## src/hdl/asce_pkg.sv

```systemverilog
// Shared constants, enumerations and carriers of the axis error checker
package asce_pkg;
	// Register byte offsets on the APB bus
	localparam int ADDR_W = 8;
	localparam logic [ADDR_W-1:0] REG_CMD = 8'h00;
	localparam logic [ADDR_W-1:0] REG_SPEED = 8'h04;
	localparam logic [ADDR_W-1:0] REG_ACCEL = 8'h08;
	localparam logic [ADDR_W-1:0] REG_DECEL = 8'h0c;
	localparam logic [ADDR_W-1:0] REG_POS = 8'h10;
	localparam logic [ADDR_W-1:0] REG_IFUNC = 8'h14;
	localparam logic [ADDR_W-1:0] REG_AXSEL = 8'h18;
	localparam logic [ADDR_W-1:0] REG_AXSTAT = 8'h1c;
	localparam logic [ADDR_W-1:0] REG_ERRSUM = 8'h20;
	localparam logic [ADDR_W-1:0] REG_INT_STAT = 8'h24;
	localparam logic [ADDR_W-1:0] REG_INT_MASK = 8'h28;
	localparam logic [ADDR_W-1:0] REG_DISP = 8'h2c;
	localparam logic [ADDR_W-1:0] REG_STOPSUM = 8'h30;
	// Command word fields
	localparam int CMD_OP_LSB = 8;
	localparam int CMD_OP_W = 3;
	// Values after reset
	localparam logic [31:0] RST_WORD = 32'h0000_0000;
	// Error flag positions inside one axis
	localparam int ERR_SPEED = 0;
	localparam int ERR_ACC = 1;
	localparam int ERR_DEC = 2;
	localparam int ERR_POS = 3;
	localparam int ERR_IFUNC = 4;
	localparam int ERR_OVF = 5;
	localparam int ERR_PRESET = 6;
	localparam int ERR_W = 7;
	// Errors that bring the axis to a decelerated stop
	localparam logic [ERR_W-1:0] STOP_MASK = 7'h2f;
	// Sticky interrupt status bits
	localparam int INT_ERR = 0;
	localparam int INT_OVF = 1;
	localparam int INT_DONE = 2;
	localparam int INT_W = 3;
	// Code shown on the segment display while an axis error stands
	localparam logic [7:0] DISP_AXIS_ERR = 8'hae;
	typedef enum logic [2:0] {
		OP_NONE = 3'b000,
		OP_SPEED = 3'b001,
		OP_IFEED = 3'b010,
		OP_CHSPD = 3'b011,
		OP_PRESET = 3'b100,
		OP_ERST = 3'b101,
		OP_STOP = 3'b110
	} asce_op_t;
	typedef enum logic [1:0] {
		MODE_IDLE = 2'b00,
		MODE_SPEED = 2'b01,
		MODE_WAIT = 2'b10,
		MODE_FEED = 2'b11
	} asce_mode_t;
	typedef struct packed {
		asce_op_t op;
		logic speed_bad;
		logic speed_zero;
		logic speed_neg;
		logic acc_bad;
		logic dec_bad;
		logic pos_bad;
		logic ifunc_latch;
		logic [31:0] pos;
	} asce_cmd_t;
	typedef struct packed {
		asce_mode_t mode;
		logic [ERR_W-1:0] err;
		logic ovf_state;
		logic [31:0] target;
	} asce_axst_t;
endpackage

```

## src/hdl/asce_axis.sv

```systemverilog
// Per-axis command check, error latch and interrupt feeding state
`timescale 1ns/1ps
module asce_axis (
	input wire logic clk,
	input wire logic sys_rst,
	input asce_pkg::asce_cmd_t cmd,
	input wire logic cmd_valid,
	input wire logic irq_rise,
	input wire logic [31:0] fb_pos,
	input wire logic move_done,
	output asce_pkg::asce_axst_t st,
	output logic stop_req,
	output logic err_pulse,
	output logic ovf_pulse
);
	import asce_pkg::*;
	asce_axst_t next_st;
	logic dir_neg;
	logic next_dir_neg;
	logic spd_zero;
	logic next_spd_zero;
	logic [ERR_W-1:0] err_set;
	logic err_clr;
	logic blocked;
	logic [33:0] travel;
	logic [33:0] sum;
	logic sum_ovf;
	// Travel distance kept from the last feeding command not refused by a latched error or the latch function, range errors or not
	logic [31:0] cmd_pos_q;
	logic [31:0] next_cmd_pos;

	// Travel follows the speed sign; 34 bits keep the sum exact
	assign travel = dir_neg ? (34'h0 - {{2{cmd_pos_q[31]}}, cmd_pos_q})
		: {{2{cmd_pos_q[31]}}, cmd_pos_q};
	assign sum = {{2{fb_pos[31]}}, fb_pos} + travel;
	assign sum_ovf = ~((&sum[33:31]) | ~(|sum[33:31]));
	// New starts are ignored until the host has reset the latched error
	assign blocked = |st.err;

	always_comb
	begin
		next_st = st;
		next_dir_neg = dir_neg;
		next_spd_zero = spd_zero;
		next_cmd_pos = cmd_pos_q;
		err_set = '0;
		err_clr = 1'b0;
		if (irq_rise && st.mode == MODE_WAIT)
		begin
			if (spd_zero)
				err_set[ERR_SPEED] = 1'b1;
			else if (sum_ovf)
			begin
				err_set[ERR_OVF] = 1'b1;
				next_st.ovf_state = 1'b1;
			end
			else
			begin
				next_st.target = sum[31:0];
				next_st.mode = MODE_FEED;
			end
		end
		if (move_done && st.mode == MODE_FEED)
			next_st.mode = MODE_IDLE;
		if (cmd_valid)
		begin
			unique case (cmd.op)
				OP_SPEED:
					if (!blocked)
					begin
						err_set[ERR_SPEED] = cmd.speed_bad;
						err_set[ERR_ACC] = cmd.acc_bad;
						err_set[ERR_DEC] = cmd.dec_bad;
						next_spd_zero = cmd.speed_zero;
						next_dir_neg = cmd.speed_neg;
						if (!(cmd.speed_bad | cmd.acc_bad | cmd.dec_bad))
							next_st.mode = MODE_SPEED;
					end
				OP_IFEED:
					if (!blocked)
					begin
						if (cmd.ifunc_latch)
							err_set[ERR_IFUNC] = 1'b1;
						else
						begin
							err_set[ERR_SPEED] = cmd.speed_bad;
							err_set[ERR_ACC] = cmd.acc_bad;
							err_set[ERR_DEC] = cmd.dec_bad;
							err_set[ERR_POS] = cmd.pos_bad;
							next_spd_zero = cmd.speed_zero;
							next_dir_neg = cmd.speed_neg;
							next_cmd_pos = cmd.pos;
							if (!(cmd.speed_bad | cmd.acc_bad | cmd.dec_bad | cmd.pos_bad))
								next_st.mode = MODE_WAIT;
						end
					end
				OP_CHSPD:
					if (st.mode != MODE_IDLE)
					begin
						// Range, zero while feeding, reversal while waiting
						err_set[ERR_SPEED] = cmd.speed_bad
							| (st.mode == MODE_FEED && cmd.speed_zero)
							| (st.mode == MODE_WAIT && !cmd.speed_zero && !spd_zero
							&& cmd.speed_neg != dir_neg);
						next_spd_zero = cmd.speed_zero;
						if (st.mode != MODE_FEED)
							next_dir_neg = cmd.speed_neg;
					end
				OP_PRESET:
					if (cmd.pos_bad)
						err_set[ERR_PRESET] = 1'b1;
					else
						next_st.ovf_state = err_set[ERR_OVF];
				OP_ERST:
					err_clr = 1'b1;
				OP_STOP:
					next_st.mode = MODE_IDLE;
				default:
					;
			endcase
		end
		// A new error wins over a reset in the same cycle
		next_st.err = (err_clr ? '0 : st.err) | err_set;
		if (|(err_set & STOP_MASK))
			next_st.mode = MODE_IDLE;
	end

	// Overflow state is only left by a good preset, never by error reset
	always_ff @(posedge clk)
	begin
		if (sys_rst)
		begin
			st <= '0;
			dir_neg <= 1'b0;
			spd_zero <= 1'b1;
			cmd_pos_q <= RST_WORD;
		end
		else
		begin
			st <= next_st;
			dir_neg <= next_dir_neg;
			spd_zero <= next_spd_zero;
			cmd_pos_q <= next_cmd_pos;
		end
	end

	// Stop request stays up while a stopping error is latched
	assign stop_req = |(st.err & STOP_MASK);
	assign err_pulse = |(err_set & ~st.err);
	assign ovf_pulse = err_set[ERR_OVF];
endmodule

```

## src/hdl/asce_err_display.sv

```systemverilog
// Error indicator and segment display driver for the lowest failing axis
`timescale 1ns/1ps
module asce_err_display #(
	parameter int NUM_AXES = 16,
	parameter int AXW = 5
) (
	input wire logic clk,
	input wire logic sys_rst,
	input wire logic [NUM_AXES-1:0] err_any,
	output logic unit_error_indicator,
	output logic [7:0] segment_display_code,
	output logic [AXW-1:0] segment_display_axis
);
	import asce_pkg::*;
	logic [AXW-1:0] next_axis;

	// Lowest numbered axis wins; axes count from one
	always_comb
	begin
		next_axis = '0;
		for (int i = NUM_AXES - 1; i >= 0; i--)
			if (err_any[i])
				next_axis = AXW'(i + 1);
	end

	// Display shows blank code while no error stands
	always_ff @(posedge clk)
	begin
		if (sys_rst)
		begin
			unit_error_indicator <= 1'b0;
			segment_display_code <= 8'h00;
			segment_display_axis <= '0;
		end
		else
		begin
			unit_error_indicator <= |err_any;
			segment_display_code <= (|err_any) ? DISP_AXIS_ERR : 8'h00;
			segment_display_axis <= next_axis;
		end
	end
endmodule

```

## src/hdl/asce_top.sv

```systemverilog
// Axis speed control error checker with APB registers and interrupt
//
// Decided for this implementation: the APB interface to the registers and the placing of the registers.
`timescale 1ns/1ps
// Notes on behaviour
// - Speed out of range raises speed error
// - Zero speed at interrupt input: speed error
// - Speed changed to zero while feeding: error
// - Speed sign reversed while waiting: error
// - Acceleration time out of range: error
// - Deceleration time out of range: error
// - Feeding travel position out of range: error
// - Latch input function refuses feeding, errors
// - Capture overflow raises present position overflow
// - Overflow state survives error reset, cleared by good preset
// - Preset position out of range: preset error
// - Stopping errors decelerate the axis to stop
// - Errors stay latched until error reset command
module asce_top #(
	parameter int NUM_AXES = 16,
	parameter logic [31:0] MAX_SPEED = 32'h0098_9680,
	parameter logic [31:0] MIN_TIME = 32'h0000_0000,
	parameter logic [31:0] MAX_TIME = 32'h0000_fde8,
	parameter logic [31:0] MAX_POS = 32'h7fff_ffff
) (
	input wire logic clk,
	input wire logic sys_rst,
	input wire logic psel,
	input wire logic penable,
	input wire logic pwrite,
	input wire logic [asce_pkg::ADDR_W-1:0] paddr,
	input wire logic [31:0] pwdata,
	output logic [31:0] prdata,
	output logic pready,
	output logic pslverr,
	output logic irq,
	input wire logic [NUM_AXES-1:0] irq_in_pin,
	input wire logic [NUM_AXES-1:0][31:0] fb_pos,
	input wire logic [NUM_AXES-1:0] move_done,
	output logic [NUM_AXES-1:0] stop_req,
	output logic [NUM_AXES-1:0][31:0] feed_target,
	output logic [NUM_AXES-1:0] preset_valid,
	output logic [31:0] preset_pos,
	output logic unit_error_indicator,
	output logic [7:0] segment_display_code,
	output logic [4:0] segment_display_axis
);
	import asce_pkg::*;
	localparam int AW = $clog2(NUM_AXES);

	// Parameter registers written by the host
	logic [31:0] speed;
	logic [31:0] accel;
	logic [31:0] decel;
	logic [31:0] pos;
	logic [NUM_AXES-1:0] ifunc;
	logic [AW-1:0] axsel;
	logic [INT_W-1:0] int_stat;
	logic [INT_W-1:0] int_mask;
	logic [INT_W-1:0] next_int_stat;
	logic [INT_W-1:0] int_events;
	logic [INT_W-1:0] int_clr;
	logic addr_hit;
	logic [31:0] next_rdata;
	logic next_hit;

	// Command broadcast, one axis selected per cycle
	asce_cmd_t cmd_q;
	asce_cmd_t next_cmd;
	logic [NUM_AXES-1:0] cmd_sel;
	logic [NUM_AXES-1:0] next_cmd_sel;
	logic [AW-1:0] cmd_axis;
	logic cmd_wr;
	logic preset_ok;

	// Per-axis state
	asce_axst_t axst [NUM_AXES];
	logic [NUM_AXES-1:0] err_any;
	logic [NUM_AXES-1:0] ovf_vec;
	logic [NUM_AXES-1:0] err_pulse;
	logic [NUM_AXES-1:0] ovf_pulse;
	logic [NUM_AXES-1:0] feed_done;
	logic [NUM_AXES-1:0] irq_s1;
	logic [NUM_AXES-1:0] irq_s2;
	logic [NUM_AXES-1:0] irq_prev;
	logic [NUM_AXES-1:0] irq_rise;

	// Bus phase decode
	logic setup;
	logic wr;
	logic sel_cmd;
	logic sel_speed;
	logic sel_accel;
	logic sel_decel;
	logic sel_pos;
	logic sel_ifunc;
	logic sel_axsel;
	logic sel_axstat;
	logic sel_errsum;
	logic sel_int_stat;
	logic sel_int_mask;
	logic sel_disp;
	logic sel_stopsum;

	assign setup = psel & ~penable;
	assign wr = psel & penable & pwrite;
	assign sel_cmd = (paddr == REG_CMD);
	assign sel_speed = (paddr == REG_SPEED);
	assign sel_accel = (paddr == REG_ACCEL);
	assign sel_decel = (paddr == REG_DECEL);
	assign sel_pos = (paddr == REG_POS);
	assign sel_ifunc = (paddr == REG_IFUNC);
	assign sel_axsel = (paddr == REG_AXSEL);
	assign sel_axstat = (paddr == REG_AXSTAT);
	assign sel_errsum = (paddr == REG_ERRSUM);
	assign sel_int_stat = (paddr == REG_INT_STAT);
	assign sel_int_mask = (paddr == REG_INT_MASK);
	assign sel_disp = (paddr == REG_DISP);
	assign sel_stopsum = (paddr == REG_STOPSUM);
	assign next_hit = sel_cmd | sel_speed | sel_accel | sel_decel | sel_pos
		| sel_ifunc | sel_axsel | sel_axstat | sel_errsum | sel_int_stat
		| sel_int_mask | sel_disp | sel_stopsum;

	// Read mux; the command register reads back as zero
	assign next_rdata = ({32{sel_speed}} & speed)
		| ({32{sel_accel}} & accel)
		| ({32{sel_decel}} & decel)
		| ({32{sel_pos}} & pos)
		| ({32{sel_ifunc}} & 32'(ifunc))
		| ({32{sel_axsel}} & 32'(axsel))
		| ({32{sel_axstat}} & {19'h0, axst[axsel].ovf_state, 2'b00,
			axst[axsel].mode, 1'b0, axst[axsel].err})
		| ({32{sel_errsum}} & {32'(ovf_vec) << NUM_AXES | 32'(err_any)})
		| ({32{sel_int_stat}} & 32'(int_stat))
		| ({32{sel_int_mask}} & 32'(int_mask))
		| ({32{sel_disp}} & {19'h0, segment_display_axis, segment_display_code})
		| ({32{sel_stopsum}} & 32'(stop_req));

	// Read data is taken in the setup cycle so the access needs no wait
	always_ff @(posedge clk)
	begin
		if (sys_rst)
		begin
			prdata <= RST_WORD;
			addr_hit <= 1'b0;
		end
		else if (setup)
		begin
			prdata <= next_rdata;
			addr_hit <= next_hit;
		end
	end

	// No wait states: read data is ready from the setup cycle
	assign pready = 1'b1;
	assign pslverr = psel & penable & ~addr_hit;

	// Parameter and configuration registers
	always_ff @(posedge clk)
	begin
		if (sys_rst)
		begin
			speed <= RST_WORD;
			accel <= RST_WORD;
			decel <= RST_WORD;
			pos <= RST_WORD;
			ifunc <= '0;
			axsel <= '0;
			int_mask <= '0;
		end
		else if (wr)
		begin
			if (sel_speed)
				speed <= pwdata;
			if (sel_accel)
				accel <= pwdata;
			if (sel_decel)
				decel <= pwdata;
			if (sel_pos)
				pos <= pwdata;
			if (sel_ifunc)
				ifunc <= pwdata[NUM_AXES-1:0];
			if (sel_axsel)
				axsel <= pwdata[AW-1:0];
			if (sel_int_mask)
				int_mask <= pwdata[INT_W-1:0];
		end
	end

	// Range checks on the values that the command carries
	logic [31:0] speed_mag;
	logic [31:0] pos_mag;
	assign speed_mag = speed[31] ? (32'h0 - speed) : speed;
	assign pos_mag = pos[31] ? (32'h0 - pos) : pos;
	assign cmd_axis = pwdata[AW-1:0];
	assign next_cmd = '{
		op: asce_op_t'(pwdata[CMD_OP_LSB +: CMD_OP_W]),
		speed_bad: speed_mag > MAX_SPEED,
		speed_zero: speed == 32'h0,
		speed_neg: speed[31],
		acc_bad: (accel < MIN_TIME) || (accel > MAX_TIME),
		dec_bad: (decel < MIN_TIME) || (decel > MAX_TIME),
		pos_bad: pos_mag > MAX_POS,
		ifunc_latch: ifunc[cmd_axis],
		pos: pos
	};
	// One decoded strobe feeds both the broadcast and the capture
	assign cmd_wr = wr & sel_cmd;
	assign next_cmd_sel = cmd_wr ? (NUM_AXES'(1) << cmd_axis) : '0;

	// Command stands one cycle after the write access
	always_ff @(posedge clk)
	begin
		if (sys_rst)
		begin
			cmd_q <= '0;
			cmd_sel <= '0;
		end
		else
		begin
			cmd_sel <= next_cmd_sel;
			if (cmd_wr)
				cmd_q <= next_cmd;
		end
	end

	// Good preset goes to the trajectory generator with the same strobe
	assign preset_ok = (cmd_q.op == OP_PRESET) && !cmd_q.pos_bad;
	assign preset_valid = cmd_sel & {NUM_AXES{preset_ok}};
	assign preset_pos = cmd_q.pos;

	// Interrupt pins pass two flops before the edge detector reads them
	always_ff @(posedge clk)
	begin
		if (sys_rst)
		begin
			irq_s1 <= '0;
			irq_s2 <= '0;
			irq_prev <= '0;
		end
		else
		begin
			irq_s1 <= irq_in_pin;
			irq_s2 <= irq_s1;
			irq_prev <= irq_s2;
		end
	end

	// Rising edge only, so a pin held high does not retrigger
	assign irq_rise = irq_s2 & ~irq_prev;

	// One checker per axis
	for (genvar g = 0; g < NUM_AXES; g++)
	begin : g_axis
		asce_axis u_axis (
			.clk(clk),
			.sys_rst(sys_rst),
			.cmd(cmd_q),
			.cmd_valid(cmd_sel[g]),
			.irq_rise(irq_rise[g]),
			.fb_pos(fb_pos[g]),
			.move_done(move_done[g]),
			.st(axst[g]),
			.stop_req(stop_req[g]),
			.err_pulse(err_pulse[g]),
			.ovf_pulse(ovf_pulse[g])
		);
		assign feed_target[g] = axst[g].target;
		assign err_any[g] = |axst[g].err;
		assign ovf_vec[g] = axst[g].ovf_state;
		assign feed_done[g] = move_done[g] & (axst[g].mode == MODE_FEED);
	end

	// Sticky events; a set in the clearing cycle wins
	assign int_events = {|feed_done, |ovf_pulse, |err_pulse};
	// Write one to clear; zeros leave the other events untouched
	assign int_clr = (wr && sel_int_stat) ? pwdata[INT_W-1:0] : '0;
	assign next_int_stat = (int_stat & ~int_clr) | int_events;

	always_ff @(posedge clk)
	begin
		if (sys_rst)
			int_stat <= '0;
		else
			int_stat <= next_int_stat;
	end

	// Level output; it falls only once software clears or masks the cause
	assign irq = |(int_stat & int_mask);

	// Front panel indication of the lowest failing axis
	asce_err_display #(
		.NUM_AXES(NUM_AXES),
		.AXW(5)
	) u_disp (
		.clk(clk),
		.sys_rst(sys_rst),
		.err_any(err_any),
		.unit_error_indicator(unit_error_indicator),
		.segment_display_code(segment_display_code),
		.segment_display_axis(segment_display_axis)
	);
endmodule

```

## config.mk

```make
export PLATFORM = sky130hd
export DESIGN_NAME = asce_top
export DESIGN_NICKNAME = d
export VERILOG_FILES = /design/src/hdl/asce_pkg.sv /design/src/hdl/asce_axis.sv /design/src/hdl/asce_err_display.sv /design/src/hdl/asce_top.sv
export SDC_FILE = /design/constraint.sdc
export NUM_CORES = 2
export LEC_CHECK = 0
export BUFFER_PORTS_ARGS = -buffer_cell sky130_fd_sc_hd__buf_2
export CAP_MARGIN = 20
export CORE_MARGIN = 5
export CORE_UTILIZATION = 40
export DETAILED_ROUTE_END_ITERATION = 7
export MAX_ROUTING_LAYER = met4
export PLACE_DENSITY = 0.58
export SYNTH_ARGS = -nofsm -noshare
export SYNTH_HDL_FRONTEND = slang
export SYNTH_SLANG_ARGS = --single-unit
```

## constraint.sdc

```tcl
create_clock -name clk -period 8.3 [get_ports clk]
set_input_delay 1.66 -clock clk [delete_from_list [all_inputs] [get_ports clk]]
set_output_delay 1.66 -clock clk [all_outputs]
set_load 0.01 [all_outputs]
```

### Yosys cells after proc, flatten, opt, wreduce, memory -nomap -nowiden

Index checks and enable logic that the tools add are counted.

* register bits: 1523
* logic and storage cells: 1581

* add/sub/neg operators: 34
* order comparisons: 8
* eq/ne operators: 147
* shifts and indexed selects: 1
* muxes and demuxes: 735
* bitwise gates (word level): 216
* reductions and logical operators: 298

Operator list (number)
* 2-to-1 mux 33 bit: 32
* 2-to-1 mux 32 bit: 18
* adder 34 bit: 16
* 2-to-1 mux 34 bit: 16
* subtractor 1 x 32 -> 33 bit, first input constant: 16
* 2-to-1 mux 2 bit: 178
* OR 32 bit: 11
* 2-to-1 mux 1 bit: 312
* OR reduction 112 bit: 2
* binary-select mux 42 bit (select 4 bit): 1
* 2-to-1 mux 5 bit: 33
* AND 32 bit: 5
* one-hot mux 1 bit (3 select lines): 48
* AND 7 bit: 16
* 2-to-1 mux 7 bit: 16
* NOT 7 bit: 16
* OR 7 bit: 16
* AND reduction 7 bit: 16
* OR reduction 7 bit: 16
* OR reduction 106 bit: 1
* logical AND 1 bit: 98
* inequality test 2 bit, second input constant: 49
* 2-to-1 mux 4 bit: 24
* one-hot mux 2 bit (3 select lines): 16
* 55 further kinds: 467

### Depth between registers and ports, before layout

* depth after elaboration: 17
* depth in mapped cells: 28
* depth with buffers taken out: 26

### By module

From an unflattened synthesis, not the netlist that was laid out.

* cells, all modules: 13339
* area total of the unflattened synthesis: 102046.6 um^2

By module, submodules not included
* asce_axis (g_axis[0].u_axis ...): instances 12, cells an instance 725, area an instance 5455.2 um^2
* asce_top: instances 1, cells an instance 1717, area an instance 14219.9 um^2
* asce_axis (g_axis[8].u_axis): instances 1, cells an instance 714, area an instance 5594.1 um^2
* asce_axis (g_axis[12].u_axis): instances 1, cells an instance 725, area an instance 5489.0 um^2
* asce_axis (g_axis[7].u_axis): instances 1, cells an instance 718, area an instance 5479.0 um^2
* asce_axis (g_axis[9].u_axis): instances 1, cells an instance 713, area an instance 5410.2 um^2
* asce_err_display: instances 1, cells an instance 52, area an instance 391.6 um^2

### Worst setup path after synthesis

Ideal clock, no wire load.

* path kind: reg2reg
* start: register g_axis[4].u_axis.cmd_pos_q[2]
* end: register int_stat[1]
* library setup time: 0.138 ns
* arrival: 6.285 ns
* setup slack: 1.877 ns
* stages on the path, launching flop included: 25
* buffers on the path: 1
* clock period less this slack: 6.423 ns
* cell sequence: dfxtp_1 > or3_1 > or3b_1 > or2_4 > or4_4 > or3_4 > or4_1 > or4_4 > o21ai_0 > xnor2_1 > ha_1 > clkbuf_1 > nand2_1 > nor4_1 > a21oi_1 > o211a_1 > o211ai_1 > a31o_2 > nor4bb_1 > o21bai_1 > or4b_1 > nand4_1 > or3_1 > nor4b_1 > a41oi_1

* cells in the longest elaborated chain, start to end: 11
* elaborated cells between the ends (all ways): 12

Ends and longest elaborated chain
* from (decl): RTL line asce_axis.sv:29 `logic [31:0] cmd_pos_q;`
* from (signal assigned): RTL line asce_axis.sv:143 `cmd_pos_q <= next_cmd_pos;`
* subtractor 1 x 32 -> 33 bit: RTL line asce_axis.sv:33 `assign travel = dir_neg ? (34'h0 - {{2{cmd_pos_q[31]}}, cmd_pos_q})`
* 2-to-1 mux 34 bit (*): RTL line asce_axis.sv:33
* adder 34 bit (*): RTL line asce_axis.sv:35 `assign sum = {{2{fb_pos[31]}}, fb_pos} + travel;`
* OR reduction 3 bit: RTL line asce_axis.sv:36 `assign sum_ovf = ~((&sum[33:31]) | ~(|sum[33:31]));`
* NOT 1 bit: RTL line asce_axis.sv:36
* OR 1 bit (*): RTL line asce_axis.sv:36
* 2-to-1 mux 1 bit (*): RTL line asce_axis.sv:52 `else if (sum_ovf)`
* 2-to-1 mux 1 bit (*): RTL line asce_axis.sv:50 `if (spd_zero)`
* 2-to-1 mux 1 bit (*): RTL line asce_axis.sv:48 `if (irq_rise && st.mode == MODE_WAIT)`
* OR reduction 16 bit (*): RTL line asce_top.sv:275 `assign int_events = {|feed_done, |ovf_pulse, |err_pulse};`
* OR 3 bit (*): RTL line asce_top.sv:278 `assign next_int_stat = (int_stat & ~int_clr) | int_events;`
* to (signal assigned): RTL line asce_top.sv:285 `int_stat <= next_int_stat;`
* to (decl): RTL line asce_top.sv:58 `logic [INT_W-1:0] int_stat;`

Mark *: on every way between the ends. The rest lies on a longest branch, timed or not.
A chain may end at the register's enable or synchronous reset.

### Worst setup path after layout

Ends and elaborated chain as after synthesis.

==> flow_summary.json <==
{
  "cts_root_buf": "sky130_fd_sc_hd__clkbuf_16",
  "yosysSeqAreaShare_pct": 30.4,
  "clock_tree.htree_level_count": 4,
  "grt.overflow.total": 0,
  "core_area_um2": 248000,
  "post_synth_design_cell_area_um2": 99800,
  "route.detailed.wl_per_inst_um": 24.9,
  "synthDistinctLibCells": 99,
  "min_path_type": "flop to flop",
  "use_met2_pct": 48.4,
  "final_core_util_pct": 44.9,
  "yosysWarningCount": 0,
  "yosys.area.top_type": "sky130_fd_sc_hd__dfxtp_1",
  "critical_path_class": "flop to flop",
  "ios": 1214,
  "cp-end-kind": "flop",
  "clock_path_buffers": 3,
  "hold-path-cell-count": 1,
  "cts_post_setup_buffers_inserted": 0,
  "floorplan.initialDensity_pct": 40.2,
  "worst_clock_skew_ns": 0.0596,
  "clock_tree_from_tritoncts": "built",
  "status": "finished, final reports clean",
  "grt_most_used_layer": "met2",
  "report.final.setup_viol": 0,
  "drtPass1Iterations": 6,
  "drtAntennaViolNets": 0,
  "max_transition_margin_pct": 10.7,
  "worstPathArrival_ns": 8.00,
  "grt_use_met3_pct": 6.41,
  "detail_route.drc_violations": 0,
  "layout.cells.most_common_list": "sky130_fd_sc_hd__nand2_1, sky130_fd_sc_hd__a21oi_1, sky130_fd_sc_hd__dfxtp_1",
  "timing.setup.tns_ns": 0,
  "die-height_um": 509,
  "area_delta_synth_final_pct": 11.8,
  "number_of_max_capacitance_violations_reported": 0,
  "timing.final.crit_share_pct": 88.3,
  "dpl.hpwl_mm": 312,
  "synth_edf_count": 0,
  "clk_pin_slew_worst_paths_ns": 0.06,
  "max-vdd-ir-drop_mv": 0.192,
  "cp_max_fo": 5,
  "rsz_0062_raised_after_global_routing": "no",
  "placement_rows": 183,
  "first_global_vias": 87600,
  "finalPower_w": 0.0170,
  "worstPathRequired_ns": 8.97,
  "num-nets-final": 14400,
  "gr-usage-met1_pct": 39.9,
  "holdBufCountCts": 0,
  "first_pass_grt_wire_length_mm": 597,
  "worstSkewPairLatency_ns": 0.85,
  "track_usage_pct": 31.5,
  "post_synth_main_area_contributors": "sky130_fd_sc_hd__dfxtp_1, sky130_fd_sc_hd__nand2_1, sky130_fd_sc_hd__a21oi_1",
  "post-synth-top-area-fraction_pct": 30.4,
  "syn-mean-instance-area_um2": 7.70,
  "die_w_um": 509,
  "slowest_stage": "sky130_fd_sc_hd__nor4_1",
  "dr.first_iter.drc_count": 10300,
  "timing.reg2reg.worst_path_depth": 23,
  "mostFrequentLayoutCell": "sky130_fd_sc_hd__nand2_1",
  "critical-path-max-stage-delay_ns": 0.66,
  "pin_slew_with_the_least_headroom_to_its_limit_ns": 1.33,
  "routed_wire_length_mm": 420,
  "antenna_found_initial": 140,
  "period_minus_slack_ns": 7.33,
  "yosys_register_bits": 1515,
  "fmax_ghz": 0.136,
  "tritoncts.num_buffers": 184,
  "syn-instance-count": 13000,
  "vias_after_detailed_routing": 95700,
  "cts_resized": 0,
  "final_max_slew_violation_count": 0,
  "grt_start_max_net_pins": 182,
  "slack_of_the_worst_reg_to_reg_path_ns": 0.97,
  "worst_path_cell_chain": "or3_1 > or3b_1 > or2_4 > or4_4 > or3_4 > or4_1 > or4_4 > o31ai_2 > xnor2_1 > ha_1 > nand2_1 > nor4_1 > a21oi_1 > o211a_1 > o211ai_1 > a31o_2 > nor4bb_1 > o21bai_1 > or4b_1 > nand4_1 > or3_1 > nor4b_1 > a41oi_1",
  "share_of_post_route_cells_with_drive_strength_above_1_pct": 14.5,
  "cts_sinks": 1515,
  "final-hold-violation-count": 0,
  "synth_async_sr_flop_share_pct": 0,
  "ys_dominant_reg_cell": "sky130_fd_sc_hd__dfxtp_1",
  "gpl.final_weighted_congestion": 0.997,
  "leakage_nw": 47.0,
  "die_area_um2": 260000,
  "portBuffers": 1209,
  "routed_via_density": 5.69,
  "critPathLaunchType": "flop",
  "pwr_cell_area_nw_per_um2": 153
}
state kept, by name (all words and copies together) (netlist names), 3 cells and up:
signal / flops
g_axis.u_axis.st: 672
g_axis.u_axis.cmd_pos_q: 512
accel: 32
decel: 32
pos: 32
prdata: 32
preset_pos: 32
speed: 32
cmd_sel: 16
g_axis.u_axis.dir_neg: 16
g_axis.u_axis.spd_zero: 16
ifunc: 16
irq_prev: 16
irq_s1: 16
irq_s2: 16
cmd_q: 10
u_disp.segment_display_axis: 5
axsel: 4
int_mask: 3
int_stat: 3
metrics by stage:
stage	setup slack, ns	std cells	area, um^2	hold WS, ns
after global placement	1.08	16400	105000	0.416
after detailed placement	0.976	16400	105000	0.425
final	0.974	16800	112000	0.426
after global routing	0.432	16800	111000	0.456
after CTS	0.922	16700	111000	0.437
after floorplan	1.88	13000	99800	0.414
report_power, final:
group | leakage [nW] | switching, W | internal, W | total, W
Clock | 3.17 | 0.00360 | 0.00513 | 0.00873
Combinational | 31.6 | 0.000655 | 0.000357 | 0.00101
Sequential | 12.2 | 0.00000985 | 0.00728 | 0.00729
Total | 47.0 | 0.00427 | 0.0128 | 0.0170
path summary, 6_finish.rpt:
| kind | from | end |
|---|---|---|
| hold reg to reg | irq_s1[8] | irq_s2[8] |
| setup reg to reg | g_axis[4].u_axis.cmd_pos_q[2] | int_stat[1] |
| setup / recovery | g_axis[4].u_axis.cmd_pos_q[2] | int_stat[1] |
| hold / removal | irq_s1[8] | irq_s2[8] |
layer usage:
| layer | routed length, um | vias up |
|---|---|---|
| met5 | 0 | - |
| met2 | 186000 | 4141 |
| met4 | 22700 | 0 |
| li1 | - | 45800 |
| met1 | 173000 | 45000 |
| met3 | 37700 | 807 |
cell type report:
type / count / area, um^2
fillers: 25200 / 137000
multi-input cells: 9940 / 61800
flip-flops and latches: 1515 / 30400
repair buffers: 1373 / 7420
clock buffers: 257 / 5310
well taps: 3330 / 4170
clock inverters: 83 / 1200
inverters: 236 / 886
diodes: 103 / 258
cell usage after synthesis, drive strengths merged (208+ instances only):
master / instances
a21o: 232
a21oi: 1564
buf: 629
clkbuf: 643
dfxtp: 1515
ha: 545
inv: 236
mux2i: 301
nand2: 2170
nand3: 208
nor2: 1178
o21ai: 501
xnor2: 763
critical path, delay by kind of cell (launching register included):
kind,cells,cell delay [ns]
and+or+nand+nor,14,5.17
AOI/OAI and AO/OA,7,1.16
adders and majority gates,1,0.37
DFF,1,0.35
xor gates and xnor gates,1,0.11
cells by family after synthesis:
| logic type | share of synthesized area, % |
|---|---|
| AOI/OAI and AO/OA | 21.2 |
| xor gates and xnor gates | 8.33 |
| adders and majority gates | 7.16 |
| buffers and inverters | 7.87 |
| DFF | 30.4 |
| muxes | 4.46 |
| other | 0.00753 |
| and+or+nand+nor | 20.6 |
Note: power is estimated with default switching activity, not from simulation.
